==> src/core/status_pending_pkg.sv <==
package status_pending_pkg;

    // bus geometry: byte address = {port, register index, 2'b00}
    localparam int NUM_PORTS = 8;
    localparam int PORT_W = 3;
    localparam int ADDR_W = 13;
    localparam int DATA_W = 32;
    localparam int BE_W = 4;
    localparam int IDX_W = 8;
    localparam int IDX_LSB = 2;
    localparam int PORT_LSB = 10;

    // register indices as printed; the byte address is four times the index
    localparam logic [IDX_W-1:0] IDX_STATION_ADDRESS_WORD1 = 8'h71;
    localparam logic [IDX_W-1:0] IDX_STATION_ADDRESS_WORD2 = 8'h72;
    localparam logic [IDX_W-1:0] IDX_STATION_ADDRESS_WORD3 = 8'h73;
    localparam logic [IDX_W-1:0] IDX_MULTICAST_FILTER_WORD0 = 8'h74;
    localparam logic [IDX_W-1:0] IDX_MULTICAST_FILTER_WORD1 = 8'h75;
    localparam logic [IDX_W-1:0] IDX_MULTICAST_FILTER_WORD2 = 8'h76;
    localparam logic [IDX_W-1:0] IDX_MULTICAST_FILTER_WORD3 = 8'h77;
    localparam logic [IDX_W-1:0] IDX_FIFO_BUS_CONFIG = 8'h90;
    localparam logic [IDX_W-1:0] IDX_PENDING_STATUS_COUNTS = 8'h91;
    localparam logic [IDX_W-1:0] IDX_PENDING_INTERRUPT_THRESHOLD = 8'h92;
    localparam logic [IDX_W-1:0] IDX_EVENT_STATUS = 8'h93;
    localparam logic [IDX_W-1:0] IDX_EVENT_MASK = 8'h94;
    localparam logic [IDX_W-1:0] IDX_TX_BUFFER_TEST_ADDRESS = 8'hA8;
    localparam logic [IDX_W-1:0] IDX_TX_BUFFER_TEST_DATA = 8'hA9;
    localparam logic [IDX_W-1:0] IDX_TX_BUFFER_COUNTER = 8'hAA;
    localparam logic [IDX_W-1:0] IDX_TX_BUFFER_COUNTER_CONTROL = 8'hAB;
    localparam logic [IDX_W-1:0] IDX_TX_BUFFER_FSM_STATE = 8'hAC;
    localparam logic [IDX_W-1:0] IDX_TX_BUFFER_MISC = 8'hAD;
    localparam logic [IDX_W-1:0] IDX_TX_STATUS_STACK_TOP = 8'hB0;
    localparam logic [IDX_W-1:0] IDX_TX_STATUS_FILTER_MASK = 8'hB1;
    localparam logic [IDX_W-1:0] IDX_RX_BUFFER_TEST_ADDRESS = 8'hD8;
    localparam logic [IDX_W-1:0] IDX_RX_BUFFER_COUNTERS = 8'hD9;
    localparam logic [IDX_W-1:0] IDX_RX_BUFFER_TEST_DATA = 8'hDA;
    localparam logic [IDX_W-1:0] IDX_RX_BUFFER_COUNTER_CONTROL = 8'hDB;
    localparam logic [IDX_W-1:0] IDX_RX_BUFFER_FSM_STATE = 8'hDC;
    localparam logic [IDX_W-1:0] IDX_RX_BUFFER_MISC = 8'hDD;
    localparam logic [IDX_W-1:0] IDX_RX_BUFFER_DATA_READ = 8'hDE;
    localparam logic [IDX_W-1:0] IDX_RX_BUFFER_DATA_CONTROL = 8'hDF;

    // pending / threshold layout: tx in the upper half, rx in the lower half
    localparam int CNT_W = 2;
    localparam int NUM_CHAN = 2 * NUM_PORTS;
    localparam int HALF_W = CNT_W * NUM_PORTS;
    localparam int TX_HALF_LSB = HALF_W;
    localparam int RX_HALF_LSB = 0;

    // transmit status stack
    localparam int STACK_DEPTH = 3;
    localparam int TX_STATUS_W = 26;
    localparam int TXS_BYTE_COUNT_LSB = 0;
    localparam int TXS_BYTE_COUNT_W = 11;
    localparam int TXS_LATE_COLLISION_SEEN = 11;
    localparam int TXS_COLLISION_COUNT_LSB = 12;
    localparam int TXS_COLLISION_COUNT_W = 4;
    localparam int TXS_CRC_ERROR = 16;
    localparam int TXS_MULTICAST_FRAME = 17;
    localparam int TXS_BROADCAST_FRAME = 18;
    localparam int TXS_FRAME_DEFERRED = 19;
    localparam int TXS_OVERSIZE_ABORT = 20;
    localparam int TXS_UNDERRUN_ABORT = 21;
    localparam int TXS_EXCESS_COLLISION_ABORT = 22;
    localparam int TXS_EXCESS_DEFERRAL_ABORT = 23;
    localparam int TXS_LATE_COLLISION_ABORT = 24;
    localparam int TXS_TRANSMIT_COMPLETE = 25;

    // transmit filter mask layout
    localparam int TX_MASK_W = 8;
    localparam int MSK_CRC_ERROR = 0;
    localparam int MSK_OVERSIZE_ABORT = 1;
    localparam int MSK_UNDERRUN_ABORT = 2;
    localparam int MSK_EXCESS_COLLISION_ABORT = 3;
    localparam int MSK_EXCESS_DEFERRAL_ABORT = 4;
    localparam int MSK_LATE_COLLISION_ABORT = 5;
    localparam int MSK_TRANSMIT_COMPLETE = 6;
    localparam logic [TX_MASK_W-1:0] TX_MASK_WRITABLE = 8'h7F;

    // fifo bus configuration layout
    localparam int FBC_W = 8;
    localparam int FBC_BURST_LSB = 0;
    localparam int FBC_BURST_W = 2;
    localparam int FBC_APPEND_BIT = 3;
    localparam logic [FBC_W-1:0] FBC_WRITABLE = 8'h0B;

    // reset values
    localparam logic [FBC_W-1:0] FBC_RESET = 8'h00;
    localparam logic [DATA_W-1:0] THRESHOLD_RESET = 32'h0000_0000;
    localparam logic [TX_MASK_W-1:0] TX_MASK_RESET = 8'h7F;
    localparam logic [NUM_CHAN-1:0] EVENT_MASK_RESET = 16'hFFFF;
    localparam logic [DATA_W-1:0] READ_ZERO = 32'h0000_0000;

    // avalon answer sequencer
    typedef enum logic {
        BUS_IDLE = 1'b0,
        BUS_DONE = 1'b1
    } bus_state_t;

endpackage

==> src/core/tx_status_stack.sv <==
`timescale 1ns/1ps
// three-deep status stack, oldest word on top; top word and depth are registered
module tx_status_stack #(
    parameter int WIDTH = 26,
    parameter int DEPTH = 3,
    parameter int CNT_W = 2
) (
    input wire logic core_clk_i,
    input wire logic rst_n_i,
    input wire logic push_i,
    input wire logic [WIDTH-1:0] push_data_i,
    input wire logic pop_i,
    input wire logic top_write_i,
    input wire logic [WIDTH-1:0] top_data_i,
    output logic [WIDTH-1:0] top_o,
    output logic [CNT_W-1:0] depth_o
);
    localparam logic [CNT_W-1:0] FULL = CNT_W'(DEPTH);
    localparam logic [CNT_W-1:0] ONE = CNT_W'(1);

    logic [WIDTH-1:0] mem_q [DEPTH];
    logic [WIDTH-1:0] mem_d [DEPTH];
    logic [CNT_W-1:0] depth_q, depth_d;
    logic do_pop; // pop only when something is there
    logic [CNT_W-1:0] after_pop;

    // next entries: shift on pop, append after the surviving words on push
    always_comb begin
        mem_d = mem_q;
        do_pop = pop_i && (depth_q != '0);
        after_pop = do_pop ? depth_q - ONE : depth_q;
        depth_d = after_pop;
        if (do_pop) begin
            for (int i = 0; i < DEPTH - 1; i++) begin
                mem_d[i] = mem_q[i+1];
            end
        end else if (top_write_i && (depth_q != '0)) begin
            mem_d[0] = top_data_i; // a write only edits a word that is present
        end
        // a full stack drops the new word; pop and push together keep room
        if (push_i && (after_pop != FULL)) begin
            for (int i = 0; i < DEPTH; i++) begin
                if (CNT_W'(i) == after_pop) begin
                    mem_d[i] = push_data_i;
                end
            end
            depth_d = after_pop + ONE;
        end
    end

    // register the stack
    always_ff @(posedge core_clk_i or negedge rst_n_i) begin
        if (!rst_n_i) begin
            for (int i = 0; i < DEPTH; i++) begin
                mem_q[i] <= '0;
            end
            depth_q <= '0;
        end else begin
            mem_q <= mem_d;
            depth_q <= depth_d;
        end
    end

    assign top_o = mem_q[0];
    assign depth_o = depth_q;
endmodule

==> src/core/status_pending_interrupt.sv <==
`timescale 1ns/1ps
// Summary of operation
// - two-bit pending field per port and direction
// - field counts status words not yet read
// - channel condition when depth reaches threshold
// - zero threshold disables that channel condition
// - interrupt output is OR of unmasked sticky events
// - condition holds until depth below threshold
// - three-deep tx stack, top visible, read pops
// - tx status word fields in fixed bits
// - per-port eight-bit tx filter mask layout
// - pending reads reflect still-unread words only
// - shared fifo bus config: burst, append mode
module status_pending_interrupt
    import status_pending_pkg::*;
(
    input wire logic core_clk_i,
    input wire logic rst_n_i,
    input wire logic [status_pending_pkg::ADDR_W-1:0] avs_address_i,
    input wire logic avs_read_i,
    input wire logic avs_write_i,
    input wire logic [status_pending_pkg::DATA_W-1:0] avs_writedata_i,
    input wire logic [status_pending_pkg::BE_W-1:0] avs_byteenable_i,
    output logic [status_pending_pkg::DATA_W-1:0] avs_readdata_o,
    output logic avs_waitrequest_o,
    input wire logic [status_pending_pkg::NUM_PORTS-1:0] tx_status_valid_i,
    input wire logic [status_pending_pkg::NUM_PORTS*status_pending_pkg::TX_STATUS_W-1:0]
        tx_status_word_i,
    input wire logic [status_pending_pkg::HALF_W-1:0] rx_pending_count_i,
    output logic irq_o,
    output logic [status_pending_pkg::FBC_BURST_W-1:0] burst_length_o,
    output logic rx_status_append_mode_o
);
    import status_pending_pkg::*;

    // bus sequencer state
    bus_state_t bus_state_q, bus_state_d;
    logic waitreq_q, waitreq_d; // drives avs_waitrequest_o
    logic [DATA_W-1:0] rdata_q, rdata_d; // captured answer word
    logic [DATA_W-1:0] read_mux; // combinational read value
    logic commit; // edge at which the master sees waitrequest low
    logic commit_rd;
    logic commit_wr;

    // address fields
    logic [IDX_W-1:0] reg_idx;
    logic [PORT_W-1:0] port_sel;

    // software registers
    logic [FBC_W-1:0] fbc_q, fbc_d;
    logic [DATA_W-1:0] thresh_q, thresh_d;
    logic [TX_MASK_W-1:0] tx_mask_q [NUM_PORTS];
    logic [TX_MASK_W-1:0] tx_mask_d [NUM_PORTS];
    logic [NUM_CHAN-1:0] evt_q, evt_d; // sticky channel events
    logic [NUM_CHAN-1:0] evt_mask_q, evt_mask_d;
    logic irq_q, irq_d;
    // registered copies of the fifo bus configuration fields
    logic [FBC_BURST_W-1:0] burst_len_q, burst_len_d;
    logic append_mode_q, append_mode_d;

    // stack wiring
    logic [NUM_PORTS-1:0] stack_push;
    logic [NUM_PORTS-1:0] stack_pop;
    logic [NUM_PORTS-1:0] stack_wr;
    logic [TX_STATUS_W-1:0] stack_wdata;
    logic [TX_STATUS_W-1:0] stack_top [NUM_PORTS];
    logic [CNT_W-1:0] stack_depth [NUM_PORTS];
    logic [HALF_W-1:0] tx_counts;
    logic [DATA_W-1:0] pending_word;
    logic [NUM_CHAN-1:0] chan_cond;

    // irq_o comes straight from irq_q so the pin never sees a gate glitch

    // merge write data into an old value under the byte enables
    function automatic logic [DATA_W-1:0] be_merge(input logic [DATA_W-1:0] old_v,
                                                   input logic [DATA_W-1:0] new_v,
                                                   input logic [BE_W-1:0] be);
        logic [DATA_W-1:0] res;
        res = old_v;
        for (int b = 0; b < BE_W; b++) begin
            if (be[b]) begin
                res[8*b +: 8] = new_v[8*b +: 8];
            end
        end
        return res;
    endfunction

    // gather the filterable flags of a raw word into mask order
    function automatic logic [TX_MASK_W-1:0] filter_flags(input logic [TX_STATUS_W-1:0] w);
        logic [TX_MASK_W-1:0] f;
        f = '0;
        f[MSK_CRC_ERROR] = w[TXS_CRC_ERROR];
        f[MSK_OVERSIZE_ABORT] = w[TXS_OVERSIZE_ABORT];
        f[MSK_UNDERRUN_ABORT] = w[TXS_UNDERRUN_ABORT];
        f[MSK_EXCESS_COLLISION_ABORT] = w[TXS_EXCESS_COLLISION_ABORT];
        f[MSK_EXCESS_DEFERRAL_ABORT] = w[TXS_EXCESS_DEFERRAL_ABORT];
        f[MSK_LATE_COLLISION_ABORT] = w[TXS_LATE_COLLISION_ABORT];
        f[MSK_TRANSMIT_COMPLETE] = w[TXS_TRANSMIT_COMPLETE];
        return f;
    endfunction

    assign reg_idx = avs_address_i[IDX_LSB +: IDX_W];
    assign port_sel = avs_address_i[PORT_LSB +: PORT_W];
    assign commit = (bus_state_q == BUS_DONE);
    assign commit_rd = commit && avs_read_i;
    assign commit_wr = commit && avs_write_i;

    // per-port stacks, filters and pending fields
    generate
        for (genvar p = 0; p < NUM_PORTS; p++) begin : g_port
            logic [TX_STATUS_W-1:0] raw_word;
            assign raw_word = tx_status_word_i[p*TX_STATUS_W +: TX_STATUS_W];
            // only words with an enabled flag go in, stored unmasked
            assign stack_push[p] = tx_status_valid_i[p]
                && ((filter_flags(raw_word) & tx_mask_q[p]) != '0);
            // reading the top word uncovers the next one
            assign stack_pop[p] = commit_rd && (reg_idx == IDX_TX_STATUS_STACK_TOP)
                && (port_sel == PORT_W'(p));
            assign stack_wr[p] = commit_wr && (reg_idx == IDX_TX_STATUS_STACK_TOP)
                && (port_sel == PORT_W'(p));
            tx_status_stack #(
                .WIDTH(TX_STATUS_W),
                .DEPTH(STACK_DEPTH),
                .CNT_W(CNT_W)
            ) u_stack (
                .core_clk_i(core_clk_i),
                .rst_n_i(rst_n_i),
                .push_i(stack_push[p]),
                .push_data_i(raw_word),
                .pop_i(stack_pop[p]),
                .top_write_i(stack_wr[p]),
                .top_data_i(stack_wdata),
                .top_o(stack_top[p]),
                .depth_o(stack_depth[p])
            );
            // unread count of this port's stack
            assign tx_counts[CNT_W*p +: CNT_W] = stack_depth[p];
        end
    endgenerate

    // tx counts above rx counts, port seven highest in each half
    assign pending_word = {tx_counts, rx_pending_count_i};

    // channel conditions from live depth against threshold
    generate
        for (genvar c = 0; c < NUM_CHAN; c++) begin : g_chan
            logic [CNT_W-1:0] depth_c;
            logic [CNT_W-1:0] limit_c;
            assign depth_c = pending_word[CNT_W*c +: CNT_W];
            assign limit_c = thresh_q[CNT_W*c +: CNT_W];
            // zero disables; otherwise active while depth is at or above
            assign chan_cond[c] = (limit_c != '0)
                && (depth_c >= limit_c);
        end
    endgenerate

    // write data for the stack top: merge over the word now on top
    always_comb begin
        logic [DATA_W-1:0] cur;
        cur = '0;
        stack_wdata = '0;
        for (int p = 0; p < NUM_PORTS; p++) begin
            if (port_sel == PORT_W'(p)) begin
                cur = DATA_W'(stack_top[p]);
            end
        end
        cur = be_merge(cur, avs_writedata_i, avs_byteenable_i);
        stack_wdata = cur[TX_STATUS_W-1:0];
    end

    // read multiplexer; map-only and write-only registers read as zero
    always_comb begin
        read_mux = READ_ZERO;
        unique case (reg_idx)
            IDX_FIFO_BUS_CONFIG: begin
                read_mux = DATA_W'(fbc_q);
            end
            IDX_PENDING_STATUS_COUNTS: begin
                read_mux = pending_word;
            end
            IDX_EVENT_STATUS: begin
                read_mux = DATA_W'(evt_q);
            end
            IDX_EVENT_MASK: begin
                read_mux = DATA_W'(evt_mask_q);
            end
            IDX_TX_STATUS_STACK_TOP: begin
                for (int p = 0; p < NUM_PORTS; p++) begin
                    if (port_sel == PORT_W'(p)) begin
                        read_mux = DATA_W'(stack_top[p]);
                    end
                end
            end
            IDX_TX_STATUS_FILTER_MASK: begin
                for (int p = 0; p < NUM_PORTS; p++) begin
                    if (port_sel == PORT_W'(p)) begin
                        read_mux = DATA_W'(tx_mask_q[p]);
                    end
                end
            end
            IDX_PENDING_INTERRUPT_THRESHOLD, IDX_STATION_ADDRESS_WORD1,
            IDX_STATION_ADDRESS_WORD2, IDX_STATION_ADDRESS_WORD3,
            IDX_MULTICAST_FILTER_WORD0, IDX_MULTICAST_FILTER_WORD1,
            IDX_MULTICAST_FILTER_WORD2, IDX_MULTICAST_FILTER_WORD3,
            IDX_TX_BUFFER_TEST_ADDRESS, IDX_TX_BUFFER_TEST_DATA,
            IDX_TX_BUFFER_COUNTER, IDX_TX_BUFFER_COUNTER_CONTROL,
            IDX_TX_BUFFER_FSM_STATE, IDX_TX_BUFFER_MISC,
            IDX_RX_BUFFER_TEST_ADDRESS, IDX_RX_BUFFER_COUNTERS,
            IDX_RX_BUFFER_TEST_DATA, IDX_RX_BUFFER_COUNTER_CONTROL,
            IDX_RX_BUFFER_FSM_STATE, IDX_RX_BUFFER_MISC,
            IDX_RX_BUFFER_DATA_READ, IDX_RX_BUFFER_DATA_CONTROL: begin
                read_mux = READ_ZERO; // threshold is write-only; the other indices have no storage in this block
            end
            default: begin
                read_mux = READ_ZERO; // unmapped index
            end
        endcase
    end

    // avalon sequencer: one wait cycle, then a single answer cycle
    always_comb begin
        bus_state_d = bus_state_q;
        waitreq_d = 1'b1;
        rdata_d = rdata_q;
        unique case (bus_state_q)
            BUS_IDLE: begin
                if (avs_read_i || avs_write_i) begin
                    bus_state_d = BUS_DONE;
                    waitreq_d = 1'b0;
                    rdata_d = avs_read_i ? read_mux : READ_ZERO;
                end
            end
            BUS_DONE: begin
                // side effects land on this edge, so they happen exactly once
                bus_state_d = BUS_IDLE;
                waitreq_d = 1'b1;
            end
        endcase
    end

    // register the sequencer
    always_ff @(posedge core_clk_i or negedge rst_n_i) begin
        if (!rst_n_i) begin
            bus_state_q <= BUS_IDLE;
            waitreq_q <= 1'b1;
            rdata_q <= READ_ZERO;
        end else begin
            bus_state_q <= bus_state_d;
            waitreq_q <= waitreq_d;
            rdata_q <= rdata_d;
        end
    end

    // software register writes; threshold is write-only
    always_comb begin
        logic [DATA_W-1:0] merged;
        merged = '0;
        fbc_d = fbc_q;
        thresh_d = thresh_q;
        tx_mask_d = tx_mask_q;
        evt_mask_d = evt_mask_q;
        if (commit_wr) begin
            unique case (reg_idx)
                IDX_FIFO_BUS_CONFIG: begin
                    merged = be_merge(DATA_W'(fbc_q), avs_writedata_i, avs_byteenable_i);
                    fbc_d = merged[FBC_W-1:0] & FBC_WRITABLE;
                end
                IDX_PENDING_INTERRUPT_THRESHOLD: begin
                    // a value of three is accepted even though hosts should avoid it
                    thresh_d = be_merge(thresh_q, avs_writedata_i, avs_byteenable_i);
                end
                IDX_EVENT_MASK: begin
                    merged = be_merge(DATA_W'(evt_mask_q), avs_writedata_i,
                                      avs_byteenable_i);
                    evt_mask_d = merged[NUM_CHAN-1:0];
                end
                IDX_TX_STATUS_FILTER_MASK: begin
                    for (int p = 0; p < NUM_PORTS; p++) begin
                        if (port_sel == PORT_W'(p)) begin
                            merged = be_merge(DATA_W'(tx_mask_q[p]), avs_writedata_i,
                                              avs_byteenable_i);
                            tx_mask_d[p] = merged[TX_MASK_W-1:0] & TX_MASK_WRITABLE;
                        end
                    end
                end
                default: begin
                    merged = '0; // other writes are ignored
                end
            endcase
        end
    end

    // register the software registers
    always_ff @(posedge core_clk_i or negedge rst_n_i) begin
        if (!rst_n_i) begin
            fbc_q <= FBC_RESET;
            thresh_q <= THRESHOLD_RESET;
            evt_mask_q <= EVENT_MASK_RESET;
            for (int p = 0; p < NUM_PORTS; p++) begin
                tx_mask_q[p] <= TX_MASK_RESET;
            end
        end else begin
            fbc_q <= fbc_d;
            thresh_q <= thresh_d;
            evt_mask_q <= evt_mask_d;
            tx_mask_q <= tx_mask_d;
        end
    end

    // sticky events: a read clears only the bits it returned, and a live
    // condition sets again in the same cycle, so nothing is lost
    always_comb begin
        logic [NUM_CHAN-1:0] clr;
        clr = '0;
        if (commit_rd && (reg_idx == IDX_EVENT_STATUS)) begin
            clr = rdata_q[NUM_CHAN-1:0];
        end
        evt_d = (evt_q & ~clr) | chan_cond;
        irq_d = |(evt_q & evt_mask_q);
        burst_len_d = fbc_q[FBC_BURST_LSB +: FBC_BURST_W];
        append_mode_d = fbc_q[FBC_APPEND_BIT];
    end

    // register the interrupt path and configuration outputs
    always_ff @(posedge core_clk_i or negedge rst_n_i) begin
        if (!rst_n_i) begin
            evt_q <= '0;
            irq_q <= 1'b0;
            burst_len_q <= '0;
            append_mode_q <= 1'b0;
        end else begin
            evt_q <= evt_d;
            irq_q <= irq_d;
            burst_len_q <= burst_len_d;
            append_mode_q <= append_mode_d;
        end
    end

    assign avs_readdata_o = rdata_q;
    assign avs_waitrequest_o = waitreq_q;
    assign irq_o = irq_q;
    assign burst_length_o = burst_len_q;
    assign rx_status_append_mode_o = append_mode_q;
endmodule

==> config.mk <==
export PLATFORM = sky130hd
export DESIGN_NAME = status_pending_interrupt
export DESIGN_NICKNAME = d
export VERILOG_FILES = /design/src/core/status_pending_pkg.sv /design/src/core/tx_status_stack.sv /design/src/core/status_pending_interrupt.sv
export SDC_FILE = /design/constraint.sdc
export NUM_CORES = 2
export LEC_CHECK = 0
export ABC_AREA = 1
export BUFFER_PORTS_ARGS = -buffer_cell sky130_fd_sc_hd__buf_2
export CAP_MARGIN = 40
export CORE_MARGIN = 4
export CORE_UTILIZATION = 50
export DETAILED_ROUTE_END_ITERATION = 16
export PLACE_DENSITY = 0.68
export SLEW_MARGIN = 20
export SYNTH_ARGS = -nofsm -noshare
export SYNTH_HDL_FRONTEND = slang
export SYNTH_SLANG_ARGS = --single-unit
==> constraint.sdc <==
create_clock -name core_clk_i -period 3.6 [get_ports core_clk_i]
set_clock_uncertainty 0.05 [all_clocks]
set_input_delay 0.36 -clock core_clk_i [delete_from_list [all_inputs] [get_ports core_clk_i]]
set_output_delay 0.36 -clock core_clk_i [all_outputs]
set_load 0.1 [all_outputs]
==> results.yml <==
clock_tree:
  cts_sinks: 801
  clock_latency_ps: 660
  clkSlewWorstSetupHoldPaths_ps: 60
  cts_buffer_depth: 3
  tritoncts: "built"
  cts_buffers: 90
  clockRootBuffer: "clkbuf_16"
  cts-resized-gates: 0
  cts.htree.levels: 3
route:
  antenna_left: 0
  vias_per_cell: 5.81
  wl_per_cell_um: 23.5
  wirelength_mm: 176
  drc: 0
  drt_pass1_iterations: 6
  num_vias: 43300
  drt_iter0_drc: 5937
timing:
  setup_violations: 0
  fin_tns_setup_ps: 0
  fin_worst_hold_slack_ps: 29.0
  relSlewSlack: 0.394
  hold_violations: 0
  final.setup.worst_slack_ps: 428
  fin_crit_ps: 3170
  rsz0062_at_grt: "no"
  worst_pin_slew_ps: 909
  max_freq_mhz: 315
  slew_viol_final: 0
  period_share: 0.881
final_layout:
  final_common_cell: "nand2_1"
  fillerInstances: 7387
  multi_input_area_mm2: 0.0194
  fin_nets: 6605
  drive_gt1_frac: 0.137
  regArea_mm2: 0.0201
  final_cell_mix: "1622 x nand2_1, 870 x nor2_1, 728 x dfrtp_1"
  synthToLayoutAreaGrowth_pct: 22.2
  stdcell_area_mm2: 0.0518
critical_path:
  critPathRequiredTime_ps: 4070
  end_kind: "register"
  crit_slowest_cell: "dfrtp_1"
  critical_path_class: "register to register"
  r2r-start: "g_port[0].u_stack.depth_o[1]$_DFF_PN0_"
  startpoint: "g_port[0].u_stack.depth_o[1]$_DFF_PN0_"
  cp_max_fo: 27
  crit_family: "buffers and inverters"
  cp_cell_sequence: "inv_1 > ha_1 > nor2_1 > nand2_1 > buf_4 > xor2_1 > ha_1 > nor2_1 > nand2_1 > clkinv_1 > buf_4 > nand2_1 > buf_4 > nand2_1 > nand2_1"
  path_common_cell: "nand2_1"
  regToRegSetupSlack_ps: 430
  cp.arrival_ps: 3650
  cp_num_buf_inv: 5
  critical_path.max_stage_delay_ps: 580
  start_kind: "register"
grt:
  grt_max_degree: 93
  antenna_found_initial: 4
  grt_pass1_wl_mm: 260
  grt_usage: 0.384
  overflow: 0
  grt_pass1_vias: 41000
pwr:
  ir_worst_vdd_v: 0.000375
  power_density_mw_per_mm2: 413
  leakagePower_nw: 26.5
die:
  dieArea_mm2: 0.0896
  die_w_um: 299
  boundaryPins: 322
  coreArea_mm2: 0.0840
  row_count: 106
  die_y_um: 299
  initial_utilization: 0.505
place:
  dpl-instance-area_mm2: 0.0463
  place_ws_ps: 113
  place.port_buffers: 319
  dp_hpwl_mm: 125
  place_congestion: 1.03
logic_synthesis:
  synth_top_cell_by_area: "dfrtp_1"
  syn_area_mm2: 0.0424
  synth_cell_types: 35
  synth_fp_nets: 6066
  yosys-top-cells-area: "dfrtp_1 43%, nand2_1 14%, nor2_1 7.7%"
  seq_area_frac_synth: 0.475
  synth_top_area_share: 0.429
  synth_area_per_cell_um2: 7.43
  netlist_instances: 5709
  yosysWarnings: 0
  synth_seq_cells: 801
min_path:
  min_path_type: "input pin to register"
  min_from: "rx_pending_count_i[13]"
outcome:
  status: "finished clean"
run:
  maxCapViolCount: 0
-- worst reg2reg max path, delay by kind of cell, from the launching register on --
kind | cells | cell delay [ps]
xor gates and xnor gates | 1 | 190
buffers and inverters | 5 | 1060
and+or+nand+nor | 7 | 740
DFF | 1 | 580
adders and majority gates | 2 | 430
-- synthesized netlist by cell type, drive strengths merged --
cell and number:
a211oi 4, a21boi 16, a21oi 308, a221oi 9
a22o 6, buf 130, clkbuf 204, clkinv 24
dfrtp 728, dfstp 73, ha 72, inv 387
mux2 66, nand2 1625, nand3 461, nand4 115
nor2 872, nor3 9, nor4 2, o2111ai 3
o21a 8, o21ai 349, o22ai 217, o31ai 6
xnor2 1, xor2 14
-- final timing paths --
kind                            depth (start not counted)                                     end
worst max-delay path                                   15  g_port[0].u_stack.mem_q[3]$_DFFE_PN0P_
worst min-delay path                                    5          avs_readdata_o[13]$_DFFE_PN0P_
worst max register to register                         15  g_port[0].u_stack.mem_q[3]$_DFFE_PN0P_
worst min register to register                          0             burst_length_o[1]$_DFF_PN0_
max in group asynchronous                               3  g_port[2].u_stack.mem_q[1]$_DFFE_PN0P_
min in group asynchronous                               2          avs_readdata_o[14]$_DFFE_PN0P_
-- registers in the layout, indices dropped and copies added (netlist names), 2 cells and up --
signal                  count
thresh_q                   32
g_port.u_stack.mem_q      416
tx_mask_q                  56
evt_mask_q                 16
g_port.u_stack.top_o      208
burst_length_o              2
avs_readdata_o             32
fbc_q                       3
g_port.u_stack.depth_o     16
evt_q                      16
-- cells by family after synthesis --
family | after synthesis | share of synthesized area
and+or+nand+nor | 3084 | 0.295
buffers and inverters | 745 | 0.0695
muxes | 66 | 0.0175
xor gates and xnor gates | 15 | 0.00310
DFF | 801 | 0.475
AOI/OAI and AO/OA | 926 | 0.119
adders and majority gates | 72 | 0.0212
-- repair_timing --
action | CTS | global route
hold buffers | 237 | 0
endpoints found under the hold margin | 709 | 0
buffers inserted | 0 | 0
-- metal layers --
layer / track usage / wire [um] / up-vias
li1: - / - / 19700
met5: 0 / 43 / -
met2: 0.531 / 70300 / 2578
met1: 0.541 / 70300 / 20600
met4: 0.227 / 12800 / 6
met3: 0.104 / 22100 / 481
-- stage by stage --
stage | utilization | instances | total power [mW]
after floorplan | - | 5709 | 10.3
after global placement | 0.548 | 7035 | 11.5
after detailed placement | 0.552 | 7051 | 11.5
after CTS | 0.617 | 7456 | 21.4
after global routing | 0.617 | 7458 | 22.0
final | 0.618 | 7464 | 21.4
-- cell type report --
class / instances / share of cell area
timing repair buffer: 781 / 0.120
multi-input combinational: 4163 / 0.373
antenna: 6 / 0.000290
clock buffer: 134 / 0.0529
sequential: 801 / 0.388
inverter: 411 / 0.0298
clock inverter: 34 / 0.00750
tap: 1134 / 0.0274
-- power breakdown --
group          internal (mW)  total, mW  switching, mW  leakage, nW
Combinational          0.750       2.23           1.48         14.5
Sequential              9.26       9.44          0.181         10.5
Clock                   5.83       9.76           3.92         1.56
Power figures use the tool's default switching activity.
